<file path="config.mk">
export PLATFORM = sky130hd
export DESIGN_NAME = adc_offset_gain_correction
export DESIGN_NICKNAME = d
export VERILOG_FILES = /design/src/design/aogc_pkg.sv /design/src/design/aogc_corr_if.sv /design/src/design/adc_offset_gain_correction.sv /design/src/design/aogc_corr.sv
export SDC_FILE = /design/constraint.sdc
export NUM_CORES = 2
export LEC_CHECK = 0
export BUFFER_PORTS_ARGS = -buffer_cell sky130_fd_sc_hd__buf_2
export CELL_PAD_IN_SITES_DETAIL_PLACEMENT = 2
export CELL_PAD_IN_SITES_GLOBAL_PLACEMENT = 2
export CORE_MARGIN = 2
export CORE_UTILIZATION = 42
export DETAILED_ROUTE_END_ITERATION = 6
export PLACE_DENSITY_LB_ADDON = 0.1
export SYNTH_ARGS = -nofsm -noshare
export SYNTH_HDL_FRONTEND = slang
export SYNTH_SLANG_ARGS = --single-unit
</file>
<file path="constraint.sdc">
create_clock -name clk_i -period 14 [get_ports clk_i]
set_input_delay 0.7 -clock clk_i [delete_from_list [all_inputs] [get_ports clk_i]]
set_output_delay 0.7 -clock clk_i [all_outputs]
set_load 0.1 [all_outputs]
</file>
<file path="src/design/aogc_pkg.sv">
// constants and types for the adc offset and gain correction block
package aogc_pkg;
  localparam int AOGC_AW = 8;
  localparam int AOGC_DW = 16;
  localparam int AOGC_GAIN_FRAC = 14;
  localparam int AOGC_RES_W = 16;
  // register byte offsets
  localparam logic [7:0] AOGC_CUR_OFF_A = 8'h00;
  localparam logic [7:0] AOGC_CUR_GAIN_A = 8'h04;
  localparam logic [7:0] AOGC_AUX_OFF_A = 8'h08;
  localparam logic [7:0] AOGC_AUX_GAIN_A = 8'h0c;
  localparam logic [7:0] AOGC_CUR_CTRL_A = 8'h10;
  localparam logic [7:0] AOGC_AUX_CTRL_A = 8'h14;
  localparam logic [7:0] AOGC_HV_CFG_A = 8'h18;
  localparam logic [7:0] AOGC_MODE_A = 8'h1c;
  localparam logic [7:0] AOGC_CUR_RES_A = 8'h20;
  localparam logic [7:0] AOGC_AUX_RES_A = 8'h24;
  localparam logic [7:0] AOGC_STAT_A = 8'h28;
  // reset values
  localparam logic [15:0] AOGC_GAIN_NOM = 16'h5555;
  localparam logic [15:0] AOGC_OFF_RST = 16'h0000;
  localparam logic [15:0] AOGC_CTRL_RST = 16'h0000;
  // field positions
  localparam int AOGC_GCODE_LSB = 0;
  localparam int AOGC_DIAG_NEG_BIT = 13;
  localparam int AOGC_DIAG_POS_BIT = 14;
  localparam int AOGC_ATTEN_BIT = 7;
  localparam int AOGC_MODE_LSB = 0;
  localparam int AOGC_HALFREF_BIT = 2;
  localparam int AOGC_CUR_UNI_BIT = 3;
  localparam int AOGC_AUX_UNI_BIT = 4;
  localparam int AOGC_ST_CUR_OVF = 0;
  localparam int AOGC_ST_CUR_UNF = 1;
  localparam int AOGC_ST_AUX_OVF = 2;
  localparam int AOGC_ST_AUX_UNF = 3;
  localparam int AOGC_ST_CUR_NEW = 4;
  localparam int AOGC_ST_AUX_NEW = 5;
  localparam int AOGC_ST_CUR_LOST = 6;
  localparam int AOGC_ST_AUX_LOST = 7;
  localparam int AOGC_ST_IDLE = 8;
  localparam logic [8:0] AOGC_W1C_MASK = 9'h0cf;
  // amplifier gain codes
  localparam logic [3:0] AOGC_G2 = 4'h1;
  localparam logic [3:0] AOGC_G128 = 4'h7;
  localparam logic [3:0] AOGC_G256 = 4'h8;
  localparam logic [3:0] AOGC_G512 = 4'h9;
  // k as a left shift
  localparam logic [2:0] AOGC_K1 = 3'h0;
  localparam logic [2:0] AOGC_K2 = 3'h1;
  localparam logic [2:0] AOGC_K4 = 3'h2;
  localparam logic [2:0] AOGC_K8 = 3'h3;
  localparam logic [2:0] AOGC_K32 = 3'h5;
  localparam logic [1:0] AOGC_CAL_CUR_OFF = 2'h0;
  localparam logic [1:0] AOGC_CAL_CUR_GAIN = 2'h1;
  localparam logic [1:0] AOGC_CAL_AUX_OFF = 2'h2;
  localparam logic [1:0] AOGC_CAL_AUX_GAIN = 2'h3;

  typedef enum logic [1:0] {
    AOGC_NORMAL,
    AOGC_LOW_POWER,
    AOGC_LOW_POWER_PLUS,
    AOGC_MODE_RSVD
  } aogc_mode_t;
endpackage

</file>
<file path="src/design/aogc_corr_if.sv">
// carrier between the register side and one correction datapath
`timescale 1ns/100ps
interface aogc_corr_if #(
  parameter int FW = 24
);
  logic signed [FW-1:0] sample;
  logic valid;
  logic [15:0] offset;
  logic [15:0] gain;
  logic [2:0] kshift;
  logic unipolar;
  logic [15:0] result;
  logic done;
  logic ovf;
  logic unf;
  modport ctrl (output sample, valid, offset, gain, kshift, unipolar, input result, done, ovf, unf);
  modport corr (input sample, valid, offset, gain, kshift, unipolar, output result, done, ovf, unf);
endinterface

</file>
<file path="src/design/adc_offset_gain_correction.sv">
// register file, k selection and diagnostic source control around two correction paths
//
// The plain strobed port and the address map were decided locally.
`timescale 1ns/100ps
module adc_offset_gain_correction #(
  parameter int FW = 24,
  parameter logic [15:0] FACTORY_GAIN = aogc_pkg::AOGC_GAIN_NOM
) (
  // clock and reset
  input wire logic clk_i,
  input wire logic nrst_i,
  // register port
  input wire logic [aogc_pkg::AOGC_AW-1:0] addr_i,
  input wire logic [aogc_pkg::AOGC_DW-1:0] wdata_i,
  input wire logic wr_i,
  input wire logic rd_i,
  output logic [aogc_pkg::AOGC_DW-1:0] rdata_o,
  // filter samples
  input wire logic signed [FW-1:0] cur_sample_i,
  input wire logic cur_valid_i,
  input wire logic signed [FW-1:0] aux_sample_i,
  input wire logic aux_valid_i,
  // converter state and calibration writes
  input wire logic adc_idle_i,
  input wire logic cal_wr_i,
  input wire logic [1:0] cal_sel_i,
  input wire logic [15:0] cal_coeff_i,
  // result strobes
  output logic cur_ready_o,
  output logic aux_ready_o,
  // diagnostic current sources
  output logic shunt_pos_src_en_o,
  output logic shunt_neg_src_en_o,
  output logic temp_src_en_o,
  output logic switched_ground_src_en_o,
  output logic atten_src_en_o
);
  import aogc_pkg::*;

  // refused at elaboration: the correction headroom only covers these widths
  if (FW < 16 || FW > 32) begin : fw_range_chk
    $error("adc_offset_gain_correction: filter width must be 16 to 32");
  end

  // k as a shift from gain code, mode and reference choice
  function automatic logic [2:0] k_shift(input logic [3:0] gcode, input logic [1:0] mbits, input logic half);
    logic [2:0] k;
    aogc_mode_t m;
    m = aogc_mode_t'(mbits);
    k = AOGC_K1;
    if (gcode == AOGC_G2 || gcode == AOGC_G128) begin
      k = AOGC_K2;
    end else if (gcode == AOGC_G256) begin
      k = AOGC_K4;
    end else if (gcode == AOGC_G512) begin
      k = AOGC_K8;
    end
    case (m)
      AOGC_LOW_POWER: begin
        if (gcode == AOGC_G128) begin
          k = AOGC_K32;
        end
        if (half) begin
          k = k + 3'h1;
        end
      end
      AOGC_LOW_POWER_PLUS: begin
        if (gcode == AOGC_G512) begin
          k = AOGC_K8;
        end
        if (half) begin
          k = k + 3'h1;
        end
      end
      default: begin
        k = k;
      end
    endcase
    return k;
  endfunction

  ////////////////////////////////////////////////////////////////////////////////
  // register state

  logic [15:0] cur_off_r, cur_off_nxt;
  logic [15:0] cur_gain_r, cur_gain_nxt;
  logic [15:0] aux_off_r, aux_off_nxt;
  logic [15:0] aux_gain_r, aux_gain_nxt;
  logic [15:0] cur_ctrl_r, cur_ctrl_nxt;
  logic [15:0] aux_ctrl_r, aux_ctrl_nxt;
  logic [15:0] hv_cfg_r, hv_cfg_nxt;
  logic [4:0] mode_r, mode_nxt;
  logic [15:0] cur_res_r, cur_res_nxt;
  logic [15:0] aux_res_r, aux_res_nxt;
  logic [7:0] stat_r, stat_nxt;
  logic [15:0] rdata_r, rdata_nxt;
  logic cur_ready_r, aux_ready_r;
  logic [4:0] diag_r, diag_nxt;

  aogc_corr_if #(.FW(FW)) cur_if ();
  aogc_corr_if #(.FW(FW)) aux_if ();

  logic wr_cur_off, wr_cur_gain, wr_aux_off, wr_aux_gain;
  logic wr_stat, rd_cur_res, rd_aux_res;

  // address decode
  always_comb begin
    wr_cur_off = 1'b0;
    wr_cur_gain = 1'b0;
    wr_aux_off = 1'b0;
    wr_aux_gain = 1'b0;
    wr_stat = 1'b0;
    if (!wr_i) begin
      wr_stat = 1'b0;
    end else if (addr_i == AOGC_CUR_OFF_A) begin
      wr_cur_off = adc_idle_i;
    end else if (addr_i == AOGC_CUR_GAIN_A) begin
      wr_cur_gain = adc_idle_i;
    end else if (addr_i == AOGC_AUX_OFF_A) begin
      wr_aux_off = adc_idle_i;
    end else if (addr_i == AOGC_AUX_GAIN_A) begin
      wr_aux_gain = adc_idle_i;
    end else if (addr_i == AOGC_STAT_A) begin
      wr_stat = 1'b1;
    end
    rd_cur_res = rd_i && addr_i == AOGC_CUR_RES_A;
    rd_aux_res = rd_i && addr_i == AOGC_AUX_RES_A;
  end

  // coefficients and control; calibration beats a software write in the same cycle
  always_comb begin
    cur_off_nxt = cur_off_r;
    cur_gain_nxt = cur_gain_r;
    aux_off_nxt = aux_off_r;
    aux_gain_nxt = aux_gain_r;
    cur_ctrl_nxt = cur_ctrl_r;
    aux_ctrl_nxt = aux_ctrl_r;
    hv_cfg_nxt = hv_cfg_r;
    mode_nxt = mode_r;
    if (wr_cur_off) begin
      cur_off_nxt = wdata_i;
    end
    if (wr_cur_gain) begin
      cur_gain_nxt = wdata_i;
    end
    if (wr_aux_off) begin
      aux_off_nxt = wdata_i;
    end
    if (wr_aux_gain) begin
      aux_gain_nxt = wdata_i;
    end
    if (cal_wr_i) begin
      case (cal_sel_i)
        AOGC_CAL_CUR_OFF: cur_off_nxt = cal_coeff_i;
        AOGC_CAL_CUR_GAIN: cur_gain_nxt = cal_coeff_i;
        AOGC_CAL_AUX_OFF: aux_off_nxt = cal_coeff_i;
        default: aux_gain_nxt = cal_coeff_i;
      endcase
    end
    if (wr_i && addr_i == AOGC_CUR_CTRL_A) begin
      cur_ctrl_nxt = wdata_i;
    end
    if (wr_i && addr_i == AOGC_AUX_CTRL_A) begin
      aux_ctrl_nxt = wdata_i;
    end
    if (wr_i && addr_i == AOGC_HV_CFG_A) begin
      hv_cfg_nxt = wdata_i;
    end
    if (wr_i && addr_i == AOGC_MODE_A) begin
      mode_nxt = wdata_i[4:0];
    end
  end

  always_ff @(posedge clk_i or negedge nrst_i) begin
    if (!nrst_i) begin
      cur_off_r <= AOGC_OFF_RST;
      cur_gain_r <= FACTORY_GAIN;
      aux_off_r <= AOGC_OFF_RST;
      aux_gain_r <= AOGC_GAIN_NOM;
      cur_ctrl_r <= AOGC_CTRL_RST;
      aux_ctrl_r <= AOGC_CTRL_RST;
      hv_cfg_r <= AOGC_CTRL_RST;
      mode_r <= 5'h00;
    end else begin
      cur_off_r <= cur_off_nxt;
      cur_gain_r <= cur_gain_nxt;
      aux_off_r <= aux_off_nxt;
      aux_gain_r <= aux_gain_nxt;
      cur_ctrl_r <= cur_ctrl_nxt;
      aux_ctrl_r <= aux_ctrl_nxt;
      hv_cfg_r <= hv_cfg_nxt;
      mode_r <= mode_nxt;
    end
  end

  ////////////////////////////////////////////////////////////////////////////////
  // correction paths

  assign cur_if.sample = cur_sample_i;
  assign cur_if.valid = cur_valid_i;
  assign cur_if.offset = cur_off_r;
  assign cur_if.gain = cur_gain_r;
  assign cur_if.kshift = k_shift(cur_ctrl_r[AOGC_GCODE_LSB +: 4], mode_r[AOGC_MODE_LSB +: 2],
                                 mode_r[AOGC_HALFREF_BIT]);
  assign cur_if.unipolar = mode_r[AOGC_CUR_UNI_BIT];
  assign aux_if.sample = aux_sample_i;
  assign aux_if.valid = aux_valid_i;
  assign aux_if.offset = aux_off_r;
  assign aux_if.gain = aux_gain_r;
  assign aux_if.kshift = AOGC_K1;
  assign aux_if.unipolar = mode_r[AOGC_AUX_UNI_BIT];

  aogc_corr #(.FW(FW)) u_cur (
    .clk_i(clk_i),
    .nrst_i(nrst_i),
    .cif(cur_if)
  );

  aogc_corr #(.FW(FW)) u_aux (
    .clk_i(clk_i),
    .nrst_i(nrst_i),
    .cif(aux_if)
  );

  ////////////////////////////////////////////////////////////////////////////////
  // results and sticky status; a setting event wins over a clear in the same cycle

  always_comb begin
    logic [7:0] setb;
    logic [7:0] clrb;
    setb = 8'h00;
    clrb = 8'h00;
    cur_res_nxt = cur_res_r;
    aux_res_nxt = aux_res_r;
    if (cur_if.done) begin
      cur_res_nxt = cur_if.result;
    end
    if (aux_if.done) begin
      aux_res_nxt = aux_if.result;
    end
    setb[AOGC_ST_CUR_OVF] = cur_if.ovf;
    setb[AOGC_ST_CUR_UNF] = cur_if.unf;
    setb[AOGC_ST_AUX_OVF] = aux_if.ovf;
    setb[AOGC_ST_AUX_UNF] = aux_if.unf;
    setb[AOGC_ST_CUR_NEW] = cur_if.done;
    setb[AOGC_ST_AUX_NEW] = aux_if.done;
    // a result replaced before software read it
    setb[AOGC_ST_CUR_LOST] = cur_if.done && stat_r[AOGC_ST_CUR_NEW] && !rd_cur_res;
    setb[AOGC_ST_AUX_LOST] = aux_if.done && stat_r[AOGC_ST_AUX_NEW] && !rd_aux_res;
    if (wr_stat) begin
      clrb = wdata_i[7:0] & AOGC_W1C_MASK[7:0];
    end
    clrb[AOGC_ST_CUR_NEW] = rd_cur_res;
    clrb[AOGC_ST_AUX_NEW] = rd_aux_res;
    stat_nxt = (stat_r & ~clrb) | setb;
  end

  always_ff @(posedge clk_i or negedge nrst_i) begin
    if (!nrst_i) begin
      cur_res_r <= 16'h0000;
      aux_res_r <= 16'h0000;
      stat_r <= 8'h00;
      cur_ready_r <= 1'b0;
      aux_ready_r <= 1'b0;
    end else begin
      cur_res_r <= cur_res_nxt;
      aux_res_r <= aux_res_nxt;
      stat_r <= stat_nxt;
      cur_ready_r <= cur_if.done;
      aux_ready_r <= aux_if.done;
    end
  end

  ////////////////////////////////////////////////////////////////////////////////
  // read port: data only in the cycle after the strobe, zero otherwise

  always_comb begin
    rdata_nxt = 16'h0000;
    if (!rd_i) begin
      rdata_nxt = 16'h0000;
    end else if (addr_i == AOGC_CUR_OFF_A) begin
      rdata_nxt = cur_off_r;
    end else if (addr_i == AOGC_CUR_GAIN_A) begin
      rdata_nxt = cur_gain_r;
    end else if (addr_i == AOGC_AUX_OFF_A) begin
      rdata_nxt = aux_off_r;
    end else if (addr_i == AOGC_AUX_GAIN_A) begin
      rdata_nxt = aux_gain_r;
    end else if (addr_i == AOGC_CUR_CTRL_A) begin
      rdata_nxt = cur_ctrl_r;
    end else if (addr_i == AOGC_AUX_CTRL_A) begin
      rdata_nxt = aux_ctrl_r;
    end else if (addr_i == AOGC_HV_CFG_A) begin
      rdata_nxt = hv_cfg_r;
    end else if (addr_i == AOGC_MODE_A) begin
      rdata_nxt = {11'h000, mode_r};
    end else if (addr_i == AOGC_CUR_RES_A) begin
      rdata_nxt = cur_res_r;
    end else if (addr_i == AOGC_AUX_RES_A) begin
      rdata_nxt = aux_res_r;
    end else if (addr_i == AOGC_STAT_A) begin
      rdata_nxt = {7'h00, adc_idle_i, stat_r};
    end
  end

  // diagnostic sources follow the control bits one cycle later
  always_comb begin
    diag_nxt[0] = cur_ctrl_r[AOGC_DIAG_POS_BIT];
    diag_nxt[1] = cur_ctrl_r[AOGC_DIAG_NEG_BIT];
    diag_nxt[2] = aux_ctrl_r[AOGC_DIAG_POS_BIT];
    diag_nxt[3] = aux_ctrl_r[AOGC_DIAG_NEG_BIT];
    diag_nxt[4] = hv_cfg_r[AOGC_ATTEN_BIT];
  end

  always_ff @(posedge clk_i or negedge nrst_i) begin
    if (!nrst_i) begin
      rdata_r <= 16'h0000;
      diag_r <= 5'h00;
    end else begin
      rdata_r <= rdata_nxt;
      diag_r <= diag_nxt;
    end
  end

  assign rdata_o = rdata_r;
  assign cur_ready_o = cur_ready_r;
  assign aux_ready_o = aux_ready_r;
  assign shunt_pos_src_en_o = diag_r[0];
  assign shunt_neg_src_en_o = diag_r[1];
  assign temp_src_en_o = diag_r[2];
  assign switched_ground_src_en_o = diag_r[3];
  assign atten_src_en_o = diag_r[4];
endmodule

</file>
<file path="src/design/aogc_corr.sv">
// offset subtraction, gain scaling, rounding, clamping and formatting for one channel
`timescale 1ns/100ps
module aogc_corr #(
  parameter int FW = 24
) (
  // clock and reset
  input wire logic clk_i,
  input wire logic nrst_i,
  // datapath carrier
  aogc_corr_if.corr cif
);
  import aogc_pkg::*;

  // headroom: k up to 64 on a full-scale offset needs eight extra bits
  localparam int AW = FW + 8;
  localparam int PW = AW + 17;
  localparam int SH = AOGC_GAIN_FRAC + FW - AOGC_RES_W;
  localparam logic signed [PW-1:0] RES_MAX = PW'(32767);
  localparam logic signed [PW-1:0] RES_MIN = -PW'(32768);

  if (FW < 16 || FW > 32) begin : fw_range_chk
    $error("aogc_corr: filter width must be 16 to 32");
  end

  logic signed [AW-1:0] off_al;
  logic signed [AW-1:0] diff;
  logic signed [PW-1:0] prod;
  logic signed [PW-1:0] scaled;
  logic [15:0] result_r, result_nxt;
  logic done_r, done_nxt;
  logic ovf_r, ovf_nxt;
  logic unf_r, unf_nxt;

  always_comb begin
    off_al = AW'($signed(cif.offset)) <<< (FW - 16);
    off_al = off_al <<< cif.kshift;
    diff = AW'(cif.sample) - off_al;
    prod = PW'(diff) * $signed(PW'({1'b0, cif.gain}));
    scaled = (prod + (PW'(1) <<< (SH - 1))) >>> SH;
    result_nxt = result_r;
    ovf_nxt = 1'b0;
    unf_nxt = 1'b0;
    done_nxt = cif.valid;
    if (cif.valid) begin
      if (scaled > RES_MAX) begin
        ovf_nxt = 1'b1;
        result_nxt = 16'h7fff;
      end else if (scaled < RES_MIN) begin
        unf_nxt = 1'b1;
        result_nxt = 16'h8000;
      end else begin
        result_nxt = scaled[15:0];
      end
      if (cif.unipolar) begin
        result_nxt = result_nxt ^ 16'h8000;
      end
    end
  end

  always_ff @(posedge clk_i or negedge nrst_i) begin
    if (!nrst_i) begin
      result_r <= 16'h0000;
      done_r <= 1'b0;
      ovf_r <= 1'b0;
      unf_r <= 1'b0;
    end else begin
      result_r <= result_nxt;
      done_r <= done_nxt;
      ovf_r <= ovf_nxt;
      unf_r <= unf_nxt;
    end
  end

  assign cif.result = result_r;
  assign cif.done = done_r;
  assign cif.ovf = ovf_r;
  assign cif.unf = unf_r;
endmodule

</file>
==> results.md <==
- Met1 Routed Length: 63.9 mm
- H-tree Lvls: 1
- CTS sink count: 218
- Setup crit start kind: flop
- Num CTS Buffers: 24
- Clk_skew: 0.0212 ns
- Initial antenna violation count: 13
- RSZ-0062 raised after global routing: no
- EDFF count, synth: 0
- # hold bufs at CTS: 0
- Non-Filler Instances: 6357
- Rel. slew slack: 18.2%
- WP data required: 14.39 ns
- WP data arrival: 13.33 ns
- WS Path Type: flop to flop
- DR WL met2: 83.8 mm
- Yosys top cell by area: fa_1
- Via count: 35013
- Area growth, synth to finish: 6.53%
- Post-DP HPWL: ~130 mm
- Top-count cell post-synth: inv_1
- Vias in the first global route: 41307
- Worst hold margin: approximately 0.22 ns
- Max frequency: 0.0773 GHz
- Die Wd: 332 µm
- DR top layer: met5
- Slowest stage cell, crit path: o41ai_2
- Fill count: 11718
- Final Max Slew Viols: 0
- Core area: 0.107 mm²
- Buffers added on ports: 120
- CP dominant cell by count: fa_1
- IO Count: 121
- Worst Path Max Fanout: 19
- Post-synthesis sequential area ratio: 12.1%
- Post-synth top flop: dfrtp_1
- Final Hold Vio Count: 0
- TritonCTS clock tree: yes
- Post-CTS setup buffer count: 0
- Nets@finish: 6194
- Share of the synthesized area in the top cell type: about 40%
- Drt total wl: 160 mm
- Syn Inst Count: 4944
- Syn_nets: 6207
- Routed len/inst: 25.1 µm
- Largest net degree at the start of global routing: 103
- Synth Register Bits: between 200 and 250
- Max Cap Viol: 0
- Rows: 120
- Worst hold path type: primary input to asynchronous set/reset pin
- First-pass GRT wire length: between 200 and 250 mm
- Avg Synthesized Cell Area: 9.12 µm²
- Largest cells by area after synthesis: fa_1 (39%), dfrtp_1 (11%), inv_1 (8.8%), ha_1 (8.0%), and2_1 (6.0%)
- Synthesized area: 0.0451 mm²
- Post-synth top cells: inv_1 (1057), fa_1 (878), nand2_1 (582)
- CTS Buffer Depth: 3
- Global placement routability congestion: 0.887
- Worst path max stage delay: 0.56 ns
- Status: complete, no violations
- Drt via density: 5.51
- Yosys Warn Count: 0
- Placed cells: approximately 6300
- PostCTS Resize Cnt: 0
- Utilization after layout: 45.0%
- Share of cells above drive strength 1: around 8%
- Residual DRC: 0
- First DRT Iteration DRCs: 1645
- Metal3 WL: between 5 and 6 mm
- Clock latency on the worst-skew pair: 0.54 ns
- Root Driver: clkbuf_16
- Post-synthesis cell type count: 86
- # setup viols final: 0
- All-layer global routing usage: 29.6%
- Final min period: 12.94 ns
- Crit share post-route: 92.5%
- Die Y: 332 µm
- GRT overflow: 0
- Final setup TNS: 0 ns
- Post-synth ARST share: 100%
- Die ar.: 0.110 mm²
- Critical path endpoint category: flop
- DRT Pass-1 Iters: 5
- Worst-path clk slew: 0.06 ns
- Initial Util: between 40% and 50%
- Remaining antenna violation count: 0
- Slew @ Worst Pin: about 1.2 ns
==> state kept, by name, indices dropped and copies added, names as in the netlist, 8 cells and up <==
signal	cells
cur_if.offset	16
hv_cfg_r	16
stat_r	8
u_cur.cif.result	16
aux_ctrl_r	16
aux_if.offset	16
rdata_o	16
cur_res_r	16
cur_gain_r	16
aux_gain_r	16
u_aux.cif.result	16
cur_ctrl_r	16
aux_res_r	16
==> kinds of logic (layout without fill, tap and decap cells) <==
group                    after synthesis  count (layout)  share of synthesized area, %
AO/OA/AOI/OAI                        514             514                          7.41
AND/OR/NAND/NOR                     1476            1476                          16.4
buffers and inverters               1287            1292                          10.8
XOR/XNOR                              91              91                          1.77
other                                  0               5                             0
flip-flops                           218             218                          12.1
adder cells (fa/ha/maj)             1165            1165                          47.0
multiplexers                         193             193                          4.52
==> final cells by class <==
cell class / count / area, µm² / area share [%]
Antenna cell: 5 / 12.5 / 0.0261
Clock buffer: 32 / 681 / 1.42
Multi-Input combinational cell: 3439 / 34800 / 72.5
Tap cell: 1403 / 1760 / 3.66
Inverter: 1058 / 3970 / 8.27
Clock inverter: 12 / 153 / 0.318
Sequential cell: 218 / 5480 / 11.4
Timing Repair Buffer: 190 / 1140 / 2.37
==> critical path: cells and delay by family, from the launching register on <==
kind / cells / cell delay, ns
xor gates and xnor gates: 1 / 0.28
AOI/OAI and AO/OA: 16 / 3.87
adders and majority gates: 9 / 4.09
DFF: 1 / 0.39
buffers and inverters: 7 / 1.18
and+or+nand+nor: 14 / 2.93
==> metal layers <==
metal | GRT usage, % | up-vias
li1 | - | 15147
met1 | 36.1 | 18890
met2 | 54.8 | 681
met3 | 1.78 | 281
met4 | 10.7 | 14
met5 | 0 | -
==> through the flow <==
step | instance area, µm² | setup slack [ns]
after CTS | 48000 | 0.577
after floorplan | 45100 | 2.44
final | 48000 | 1.06
after detailed placement | 47200 | 0.663
after global placement | 47200 | 1.20
after global routing | 48000 | 0.163
==> cell usage in the layout (no fill, tap or decap), types with 43 or more instances in the layout <==
master and n:
ha_1 286, nand2b_1 43, mux2i_1 108, nand2_1 582
buf_4 70, a21oi_1 132, o21ai_0 123, dfrtp_1 195
nor2b_1 49, inv_1 1057, and2_1 435, xnor2_1 59
buf_2 119, nor2_1 135, mux2_2 85, nand3_1 58
fa_1 878
==> worst paths after layout <==
check | startpoint | cells after the start | endpoint | slack [ns]
max | cur_ctrl_r[1] | 47 | u_cur.cif.result[1] | 1.06
min | nrst_i | 1 | hv_cfg_r[7] | 0.22
max reg2reg | cur_ctrl_r[1] | 47 | u_cur.cif.result[1] | 1.06
min reg2reg | aux_ctrl_r[13] | 0 | diag_r[3] | 0.41
max in group asynchronous | nrst_i | 3 | aux_gain_r[3] | 11.63
min in group clk_i | aux_ctrl_r[13] | 0 | diag_r[3] | 0.41
Power is left out: the tool's default activity adds up to more than one toggle a clock period on the data nets, which glitch-free logic cannot reach.
